## src/logic/hbp_pkg.sv

```systemverilog
package hbp_pkg;
  // ****************************************************
  // widths and lane positions
  // ****************************************************
  localparam int          HBP_DATA_W   = 16;
  localparam int          HBP_BYTE_W   = 8;
  localparam int          HBP_LO_MSB   = 7;
  localparam int          HBP_HI_LSB   = 8;
  localparam int          HBP_HI_MSB   = 15;
  // ****************************************************
  // reset values and fixed encodings
  // ****************************************************
  localparam logic [7:0]  HBP_BYTE_RST = 8'h00;
  localparam logic [15:0] HBP_WORD_RST = 16'h0000;
  localparam logic [1:0]  HBP_BE_NONE  = 2'h0;
  localparam logic [1:0]  HBP_BE_LOW   = 2'h1;
  localparam logic [1:0]  HBP_BE_BOTH  = 2'h3;
  localparam logic        HBP_END_BIG  = 1'b1;

  typedef enum logic [1:0] {
    HBP_IDLE,
    HBP_READ,
    HBP_WRITE
  } hbp_state_t;
endpackage

```

## src/logic/hbp_lane_swap.sv

```systemverilog
`timescale 1ns/100ps
module hbp_lane_swap
  import hbp_pkg::*;
(
  input  wire logic        i_swap,
  input  wire logic [15:0] i_data,
  input  wire logic [1:0]  i_be,
  output logic      [15:0] o_data,
  output logic      [1:0]  o_be
);
  // ****************************************************
  // byte exchange between host order and little endian
  // ****************************************************
  wire logic [15:0] swapped_data;
  wire logic [1:0]  swapped_be;

  assign swapped_data = {i_data[HBP_LO_MSB:0], i_data[HBP_HI_MSB:HBP_HI_LSB]};
  assign swapped_be   = {i_be[0], i_be[1]};
  assign o_data       = i_swap ? swapped_data : i_data;
  assign o_be         = i_swap ? swapped_be : i_be;
endmodule

```

## src/logic/hbp_muxed_host_bus_port.sv

```systemverilog
`timescale 1ns/100ps
module hbp_muxed_host_bus_port
  import hbp_pkg::*;
#(
  parameter int DATA_W = HBP_DATA_W
)(
  input  wire logic        i_sys_clk,
  input  wire logic        i_reset,
  // configuration
  input  wire logic        i_cfg_direct_mapped,
  input  wire logic        i_cfg_bus16,
  input  wire logic        i_cfg_demux,
  input  wire logic        i_cfg_dual_phase,
  input  wire logic        i_cfg_ale_qualify,
  input  wire logic        i_cfg_rdwr_mode,
  input  wire logic        i_cfg_wait_ack_en,
  input  wire logic        i_cfg_pol_wait_ack,
  input  wire logic        i_cfg_pol_ale,
  input  wire logic        i_cfg_pol_cs,
  input  wire logic        i_cfg_pol_rd,
  input  wire logic        i_cfg_pol_wr,
  // host pins
  input  wire logic        i_cs,
  input  wire logic        i_rd,
  input  wire logic        i_wr,
  input  wire logic        i_addr_latch_low_strobe,
  input  wire logic        i_addr_latch_high_strobe,
  input  wire logic        i_endian,
  input  wire logic [1:0]  i_byte_lane_enables,
  input  wire logic [15:0] i_addr,
  input  wire logic [15:0] i_ad,
  output logic      [15:0] o_ad,
  output logic             o_ad_lo_oe,
  output logic             o_ad_hi_oe,
  input  wire logic [7:0]  i_data_hi,
  output logic      [7:0]  o_data_hi,
  output logic             o_data_hi_oe,
  output logic             o_wait_ack,
  output logic             o_wait_ack_oe,
  // core side
  output logic      [15:0] o_core_addr,
  output logic      [15:0] o_core_wdata,
  output logic      [1:0]  o_core_be,
  output logic             o_core_wr,
  output logic             o_core_rd,
  input  wire logic [15:0] i_core_rdata,
  input  wire logic        i_core_busy
);
  if (DATA_W != HBP_DATA_W) begin : g_bad_width
    $error("only a 16-bit host data path is supported");
  end

  // ****************************************************
  // control line decode with per-line polarity, one polarity shared by both address strobes
  // ****************************************************
  wire logic cs_act;
  wire logic rd_pin_act;
  wire logic wr_pin_act;
  wire logic ale_lo_act;
  wire logic ale_hi_act;
  wire logic rd_act;
  wire logic wr_act;

  assign cs_act     = (i_cs == i_cfg_pol_cs);
  assign rd_pin_act = (i_rd == i_cfg_pol_rd);
  assign wr_pin_act = (i_wr == i_cfg_pol_wr);
  // in direction mode the read pin carries direction, the write pin enables
  assign rd_act = cs_act & (i_cfg_rdwr_mode ? (wr_pin_act & ~rd_pin_act)
                                            : rd_pin_act);
  assign wr_act = cs_act & (i_cfg_rdwr_mode ? (wr_pin_act & rd_pin_act)
                                            : wr_pin_act);
  assign ale_lo_act = (i_addr_latch_low_strobe == i_cfg_pol_ale) &
                      (cs_act | ~i_cfg_ale_qualify);
  assign ale_hi_act = (i_addr_latch_high_strobe == i_cfg_pol_ale) &
                      (cs_act | ~i_cfg_ale_qualify);

  // ****************************************************
  // address latches
  // ****************************************************
  // the latches follow the lines while the strobe is active, so the value
  // at the strobe's trailing edge is the one kept
  logic [7:0]  addr_lo_reg;
  logic [7:0]  addr_lo_next;
  logic [7:0]  addr_hi_reg;
  logic [7:0]  addr_hi_next;
  logic        endian_latch_reg;
  logic        endian_latch_next;
  wire logic   hi_from_ad;
  wire logic   any_ale;

  assign any_ale    = ale_lo_act | ale_hi_act;
  assign hi_from_ad = i_cfg_dual_phase ? ale_hi_act : ale_lo_act;
  // the low portion moves only on the low strobe, the high one on the high strobe (on the low strobe when not dual phase); otherwise kept
  assign addr_lo_next = (ale_lo_act & i_cfg_dual_phase) ? i_ad[HBP_LO_MSB:0] :
                        ale_lo_act ? i_ad[HBP_LO_MSB:0] :
                        addr_lo_reg;
  assign addr_hi_next = ~hi_from_ad ? addr_hi_reg :
                        i_cfg_dual_phase ? i_ad[HBP_LO_MSB:0] :
                        i_ad[HBP_HI_MSB:HBP_HI_LSB];
  assign endian_latch_next = any_ale ? i_endian : endian_latch_reg;

  always_ff @(posedge i_sys_clk or posedge i_reset) begin
    if (i_reset) begin
      addr_lo_reg      <= HBP_BYTE_RST;
      addr_hi_reg      <= HBP_BYTE_RST;
      endian_latch_reg <= 1'b0;
    end else begin
      addr_lo_reg      <= addr_lo_next;
      addr_hi_reg      <= addr_hi_next;
      endian_latch_reg <= endian_latch_next;
    end
  end

  // ****************************************************
  // cycle sequencing
  // ****************************************************
  hbp_state_t  state_reg;
  hbp_state_t  state_next;
  logic        endian_cyc_reg;
  logic        endian_cyc_next;
  logic [15:0] wr_capture_reg;
  logic [15:0] wr_capture_next;
  logic [1:0]  be_capture_reg;
  logic [1:0]  be_capture_next;
  wire logic   cyc_start;
  wire logic   wr_end;

  assign cyc_start = (state_reg == HBP_IDLE) & (rd_act | wr_act);
  assign wr_end    = (state_reg == HBP_WRITE) & ~wr_act;

  always_comb begin
    state_next = state_reg;
    unique case (state_reg)
      HBP_IDLE: begin
        if (rd_act) begin
          state_next = HBP_READ;
        end else if (wr_act) begin
          state_next = HBP_WRITE;
        end
      end
      HBP_READ: begin
        if (~rd_act) begin
          state_next = HBP_IDLE;
        end
      end
      HBP_WRITE: begin
        if (~wr_act) begin
          state_next = HBP_IDLE;
        end
      end
      default: begin
        state_next = HBP_IDLE;
      end
    endcase
  end

  // demultiplexed access takes endianness with the address at cycle start
  assign endian_cyc_next = ~cyc_start ? endian_cyc_reg :
                           i_cfg_demux ? i_endian :
                           endian_latch_reg;

  // ****************************************************
  // data lanes
  // ****************************************************
  wire logic        lane16;
  wire logic        single16;
  wire logic        use_d_hi;
  wire logic        do_swap;
  wire logic [15:0] host_wdata;
  wire logic [15:0] core_wdata_sw;
  wire logic [1:0]  core_be_sw;
  wire logic [15:0] host_rdata;
  wire logic [1:0]  legacy_be;
  wire logic [1:0]  be_in;
  wire logic        start_swap;
  wire logic [1:0]  be_start;

  assign lane16   = i_cfg_bus16;
  assign single16 = lane16 & ~i_cfg_demux & ~i_cfg_dual_phase;
  assign use_d_hi = lane16 & ~single16;
  // byte order only: the sequencing above never looks at endianness
  assign do_swap  = lane16 & (endian_cyc_reg == HBP_END_BIG);
  assign host_wdata = single16 ? i_ad :
                      use_d_hi ? {i_data_hi, i_ad[HBP_LO_MSB:0]} :
                      {HBP_BYTE_RST, i_ad[HBP_LO_MSB:0]};
  assign legacy_be = lane16 ? HBP_BE_BOTH : HBP_BE_LOW;
  assign be_in = ~i_cfg_direct_mapped ? legacy_be :
                 lane16 ? i_byte_lane_enables :
                 HBP_BE_LOW;

  // a read reports its enables at the start edge, before the cycle's
  // endianness and enables have reached their registers
  assign start_swap = lane16 & (endian_cyc_next == HBP_END_BIG);
  assign be_start   = start_swap ? {be_in[0], be_in[1]} : be_in;
  assign wr_capture_next = wr_act ? host_wdata : wr_capture_reg;
  assign be_capture_next = cyc_start ? be_in : be_capture_reg;

  always_ff @(posedge i_sys_clk or posedge i_reset) begin
    if (i_reset) begin
      state_reg      <= HBP_IDLE;
      endian_cyc_reg <= 1'b0;
      wr_capture_reg <= HBP_WORD_RST;
      be_capture_reg <= HBP_BE_NONE;
    end else begin
      state_reg      <= state_next;
      endian_cyc_reg <= endian_cyc_next;
      wr_capture_reg <= wr_capture_next;
      be_capture_reg <= be_capture_next;
    end
  end

  hbp_lane_swap u_wr_swap (
    .i_swap (do_swap),
    .i_data (wr_capture_reg),
    .i_be   (be_capture_reg),
    .o_data (core_wdata_sw),
    .o_be   (core_be_sw)
  );

  hbp_lane_swap u_rd_swap (
    .i_swap (do_swap),
    .i_data (i_core_rdata),
    .i_be   (HBP_BE_NONE),
    .o_data (host_rdata),
    .o_be   ()
  );

  // ****************************************************
  // core requests
  // ****************************************************
  wire logic [15:0] addr_now;
  wire logic [15:0] rdata_masked;

  assign addr_now = i_cfg_demux ? i_addr : {addr_hi_reg, addr_lo_reg};
  // 8-bit data leaves the upper byte of the core path at zero
  assign rdata_masked = lane16 ? host_rdata
                               : {HBP_BYTE_RST, i_core_rdata[HBP_LO_MSB:0]};

  always_ff @(posedge i_sys_clk or posedge i_reset) begin
    if (i_reset) begin
      o_core_addr  <= HBP_WORD_RST;
      o_core_wdata <= HBP_WORD_RST;
      o_core_be    <= HBP_BE_NONE;
      o_core_wr    <= 1'b0;
      o_core_rd    <= 1'b0;
    end else begin
      o_core_rd <= cyc_start & rd_act;
      o_core_wr <= wr_end;
      if (cyc_start) begin
        o_core_addr <= addr_now;
      end
      if (cyc_start & rd_act) begin
        o_core_be <= i_cfg_direct_mapped ? be_start : be_in;
      end else if (wr_end) begin
        o_core_be <= i_cfg_direct_mapped ? core_be_sw : be_capture_reg;
      end
      if (wr_end) begin
        o_core_wdata <= lane16 ? core_wdata_sw
                               : {HBP_BYTE_RST, wr_capture_reg[HBP_LO_MSB:0]};
      end
    end
  end

  // ****************************************************
  // host read drive and wait/acknowledge
  // ****************************************************
  wire logic reading;
  wire logic wait_now;

  // the start edge counts too, so the lanes turn with the core read pulse
  assign reading  = (state_reg != HBP_WRITE) & rd_act;
  // legacy mode never stalls the host
  assign wait_now = i_cfg_direct_mapped & i_core_busy;

  always_ff @(posedge i_sys_clk or posedge i_reset) begin
    if (i_reset) begin
      o_ad         <= HBP_WORD_RST;
      o_data_hi    <= HBP_BYTE_RST;
      o_ad_lo_oe   <= 1'b0;
      o_ad_hi_oe   <= 1'b0;
      o_data_hi_oe <= 1'b0;
    end else begin
      o_ad         <= rdata_masked;
      o_data_hi    <= rdata_masked[HBP_HI_MSB:HBP_HI_LSB];
      o_ad_lo_oe   <= reading;
      // the host may still hold upper address on these lines in 8-bit mode
      o_ad_hi_oe   <= reading & single16;
      o_data_hi_oe <= reading & use_d_hi;
    end
  end

  assign o_wait_ack    = wait_now ? i_cfg_pol_wait_ack
                                  : ~i_cfg_pol_wait_ack;
  assign o_wait_ack_oe = i_cfg_wait_ack_en & cs_act;
endmodule

```

## config.mk

```make
export PLATFORM = sky130hd
export DESIGN_NAME = hbp_muxed_host_bus_port
export DESIGN_NICKNAME = d
export VERILOG_FILES = /design/src/logic/hbp_pkg.sv /design/src/logic/hbp_lane_swap.sv /design/src/logic/hbp_muxed_host_bus_port.sv
export SDC_FILE = /design/constraint.sdc
export NUM_CORES = 1
export LEC_CHECK = 0
export ABC_CLOCK_PERIOD_IN_PS = 3300
export BUFFER_PORTS_ARGS = -buffer_cell sky130_fd_sc_hd__buf_4
export CORE_UTILIZATION = 47
export DETAILED_ROUTE_END_ITERATION = 6
export PLACE_DENSITY = 0.77
export SKIP_LAST_GASP = 1
export SYNTH_ARGS = -nofsm -noshare
export SYNTH_HDL_FRONTEND = slang
export SYNTH_HIERARCHICAL = 1
export SYNTH_SLANG_ARGS = --single-unit
```

## constraint.sdc

```tcl
create_clock -name i_sys_clk -period 3.3 [get_ports i_sys_clk]
set_clock_uncertainty 0.1 [all_clocks]
set_input_delay 0.66 -clock i_sys_clk [delete_from_list [all_inputs] [get_ports i_sys_clk]]
set_output_delay 0.66 -clock i_sys_clk [all_outputs]
set_load 0.03 [all_outputs]
```

; Yosys cells after proc, flatten, opt, wreduce, memory -nomap -nowiden
; Index checks and enable logic that the tools add are counted.
[word_totals]
regBits = 101
input_bits = 79
output_inout_bits = 65
word_cells = 92
[op_classes]
eq_ne = 11
mux = 30
n_bitwise = 30
reduce_logical = 4
[ops]
columns = cell, count
row1 = $mux W16, 7
row2 = $mux W2, 13
row3 = $mux W8, 3
row4 = $and A1 B1 Y1, 20
row5 = $not A1 Y1, 7
row6 = $mux W1, 6
row7 = $ne A2 B2 Y1 const B, 3
row8 = $pmux W2 S3, 1
row9 = $eq A1 B1 Y1, 5
row10 = $reduce_bool A2 Y1, 2
row11 = $ne A3 B3 Y1 const B, 1
row12 = $or A1 B1 Y1, 3
row13 = $reduce_and A3 Y1, 1
row14 = $eq A2 B1 Y1 const B, 1
row15 = $eq A2 B2 Y1 const B, 1
row16 = $logic_not A2 Y1, 1

; Logic depth before layout (Yosys ltp)
[logic_depth]
depth_word = 12
mapped_depth = 9
ltp_nobuf = 6

; Modules after synthesis
; Netlist, hierarchy kept.
[modules_own_cells]
columns = mod, instances, cells_each, area_each_um2, seq_area_each_um2
row1 = hbp_muxed_host_bus_port, 1, 378, 4169.0, 2327.2
row2 = hbp_lane_swap, 2, 20, 271.5, 0.0

; Worst setup path after synthesis
; OpenSTA, ideal clock, no wires.
[synth_timing]
path_kind = input to register
startpoint = in i_cfg_bus16
endpoint = reg o_core_be[0]
setup_ps = 136
t_arrival_ps = 2298
t_required_ps = 3064
slack_ps = 765
path_stages = 9
n_path_buf = 4
cell_sequence = clkbuf_1 -> clkbuf_1 -> and2_1 -> buf_6 -> buf_12 -> mux2_4 -> mux2_2 -> nand2_1 -> o211ai_1
[synth_between]
elab_chain_len = 5
elab_cells_between_ends = 11
classes_between = mux: 9 / bitwise: 2
[synth_lines]
columns = element, line
row1 = "start, declared", hbp_muxed_host_bus_port.sv:11  ; input wire logic i_cfg_bus16,
row2 = $and A1 B1 Y1, hbp_muxed_host_bus_port.sv:182  ; assign do_swap = lane16 & (endian_cyc_reg == HBP_END_BIG);
row3 = named net do_swap, hbp_muxed_host_bus_port.sv:168  ; wire logic do_swap;
row4 = $mux W2, hbp_lane_swap.sv:20  ; assign o_be = i_swap ? swapped_be : i_be;
row5 = named net core_be_sw[0], hbp_muxed_host_bus_port.sv:171  ; wire logic [1:0] core_be_sw;
row6 = $mux W2, hbp_muxed_host_bus_port.sv:255  ; o_core_be <= i_cfg_direct_mapped ? core_be_sw : be_capture_reg;
row7 = $mux W2, hbp_muxed_host_bus_port.sv:254  ; end else if (wr_end) begin
row8 = $mux W2, hbp_muxed_host_bus_port.sv:252  ; if (cyc_start & rd_act) begin
row9 = "end signal, assigned", hbp_muxed_host_bus_port.sv:253  ; o_core_be <= i_cfg_direct_mapped ? be_start : be_in;
row10 = "end signal, assigned", hbp_muxed_host_bus_port.sv:255
row11 = "end, declared", hbp_muxed_host_bus_port.sv:43  ; output logic [1:0] o_core_be,
; The timed path passes the listed nets, and every way through them passes these cells. The select of a mux whose other input is x is not followed.
; A chain may end at the register's enable or synchronous reset.

; Worst setup path after layout
[layout_timing]
startpoint = in i_cfg_pol_cs
endpoint = out o_wait_ack_oe
[layout_between]
elab_chain_len = 2
[layout_lines]
columns = element, line
row1 = "start, declared", hbp_muxed_host_bus_port.sv:19  ; input wire logic i_cfg_pol_cs,
row2 = $eq A1 B1 Y1, hbp_muxed_host_bus_port.sv:64  ; assign cs_act = (i_cs == i_cfg_pol_cs);
row3 = $and A1 B1 Y1, hbp_muxed_host_bus_port.sv:294  ; assign o_wait_ack_oe = i_cfg_wait_ack_en & cs_act;
row4 = "end, declared", hbp_muxed_host_bus_port.sv:39  ; output logic o_wait_ack_oe,
; No other way between the ends.

==> run summary <==
The run finished with clean final reports. The number of endpoints with negative hold slack in the final report came out at 0. The number of antenna-violating nets in the routed design came out at 0.

The total chip power is between 4 and 5 mW. After detailed routing, the number of vias per cell comes to 5.07. The cell total after placement is 666. The TritonCTS buffer count came out at 9. For this design the top-level I/O count stands at about 140. The number of setup buffers added after CTS is 0. The repair_antennas step left the layout with diodes totalling 0. The tool flagged a number of max-cap violations equal to 0.

The clock tree root driver cell is clkbuf_8. The synthesis-to-layout area growth is 27.9%. The finished cells cover between 5000 and 6000 um^2.

The area of the die came out at between 10,000 and 15,000 um^2. Wires add up to 10,200 um. The cell type of the slowest stage on the worst timing path is xnor2_1. The kind of capture point of the worst setup path is an output port.

The worst slew margin relative to its limit is 54.8%. The via count of the first global-routing pass came out at between 3,000 and 4,000. The total clock sinks is 93. The hold buffer count at CTS is 0. The first global-routing pass estimated 16,600 um of wire.

The clock transition at the register clock pins on the worst setup and hold paths after CTS is 80 ps. The maximum number of pins on one net before global-route repair came out at 56. In this run the worst hold path is classified as input pin to async pin. In this run, post-CTS repair resized a total of 0 instances. The core region is between 9000 and 10,000 um^2. VDD sags by at most 0.000421 V. The final layout contains ~620 nets. Measured in cells, the most critical reg-to-reg path has a length of 5. The final HPWL from detailed placement is about 7700 um. The synthesized net count is 494. The final cell utilization of the core is approximately 60%.

Synthesis produced slightly above 400 cells. The routability congestion estimate came out at 0.878. After routing, the total negative slack on setup checks comes to 0 ps. The global router's overall resource usage came out at between 20 and 25%. The count of buffers added on input and output ports is roughly 140. The number of standard cells in the final layout excluding fillers came out at 682. Among cell families on the critical path, the largest total delay comes from XOR/XNOR gates. The residual DRC count came out at 0.

The cell area after technology mapping is 4680 um^2. Cells with a size suffix above 1 make up ~44% of the layout. In this run the static leakage power is 2.93 nW.

The setup violation total in the final timing report came out at 0. The share of the clock period used by the worst path came out at between 60% and 70%. The later pin in the worst-skew pair is clocked with a latency of 360 ps. The data arrival time of the critical path is about 1400 ps. Data on the critical path is required at its endpoint by between 2000 and 3000 ps. The transition time of the tightest slew-check pin came out at 678 ps. The count of vias placed by the detailed router is 3,461.

The Yosys warning count is 6. The average routed wire per standard cell is roughly 15 um. The starting density of the core is about 48%. The worst setup path is launched from an input pin.

TritonCTS built the clock tree. Among the stages of the critical path, the cell type that occurs most often is buf_4. The number of detailed-routing iterations run before antenna repair is 5. Setup repair after global routing left no endpoint under its margin.

The initial detailed-routing violation count came out at roughly 160. The average footprint of a synthesized cell is roughly 11 um^2. The horizontal die dimension came out at 102 um. The maximum fanout encountered on the critical timing path came out at 4. The initial antenna violation count came to 0. The count of pins over their slew limit is 0. The worst path needs approximately 2200 ps of the cycle, external delays included. In this run the deepest clock path goes through 2 buffers. The row count came out at 36. The total congestion overflow is 0.

The critical path crosses 4 cells after its start point. The buffer and inverter count on the worst path is 2. The power per unit of standard cell area is around 690 nW/um^2. The critical path in this run is classified as input pin to output port. On the worst path, the slowest cell contributes a delay of ~290 ps. The die outline height came out at 102 um.

CTS built an H-tree with a depth of 3. The post-place instance area came out at just under 6000 um^2. The signal on the critical path passes through buf_4 -> xnor2_1 -> and2_1 -> buf_4. The maximum clock rate is 461 MHz.
## area by class of cell
type                    instances  area (um^2)
clock buffers                  10          138
inverters                       5         21.3
clock inverters                 6         86.3
multi-input cells             285         2120
flip-flops and latches         93         2330
well taps                     133          166
fillers                       814         3740
repair buffers                150         1130
## layer usage
metal,up-vias,global-route usage (%),part of all wire [%]
met5,-,0,0
met4,0,7.47,1.5
met3,15,3.69,5.9
met2,117,34.4,47
met1,1636,27.1,45
li1,1693,-,-
## final timing paths
| kind | startpoint | slack [ps] | endpoint |
|---|---|---|---|
| max reg2reg | state_reg[0] | 1550 | o_core_be[1] |
| max in group asynchronous | i_reset | 1970 | wr_capture_reg[10] |
| max | i_cfg_pol_cs | 1130 | o_wait_ack_oe |
| min in group i_sys_clk | o_core_wdata[12] | 370 | o_core_wdata[12] |
| min | i_reset | 300 | o_data_hi[1] |
| min reg2reg | o_core_wdata[12] | 370 | o_core_wdata[12] |
## per-stage QoR
step / setup WS, ps / hold slack (ps)
2_1_floorplan: 120 / 349
3_3_place_gp: 814 / 351
3_5_place_dp: 780 / 359
4_1_cts: 1140 / 323
5_1_grt: 1040 / 352
6_report: 1130 / 303
## power breakdown
| part | leakage [nW] | total (mW) | internal (mW) | switching (mW) |
|---|---|---|---|---|
| sequential | 1.15 | 1.67 | 1.46 | 0.213 |
| combinational | 1.68 | 1.64 | 0.736 | 0.906 |
| clock | 0.112 | 0.837 | 0.446 | 0.391 |
## cell usage in the layout, fill, tap and decap left out, drive strengths merged, types with 2 or more instances in the layout
cell	n
dfrtp	93
a211oi	3
bufinv	2
nor2	13
mux2	62
a31oi	10
xor2	5
inv	5
clkbuf	10
nand2b	3
nor3b	2
clkinv	3
xnor2	2
buf	150
and2	13
a21oi	4
mux2i	34
nand3	19
nor3	3
o21ai	35
nand2	65
## worst reg2reg max path, cell delays in order (launching register included)
cell and delay, ps:
dfrtp_1 430, nor2_1 200, a21oi_1 110, a211oi_2 310, mux2_2 370, a31oi_1 160
No activity file was read; power rests on OpenSTA's default activity.
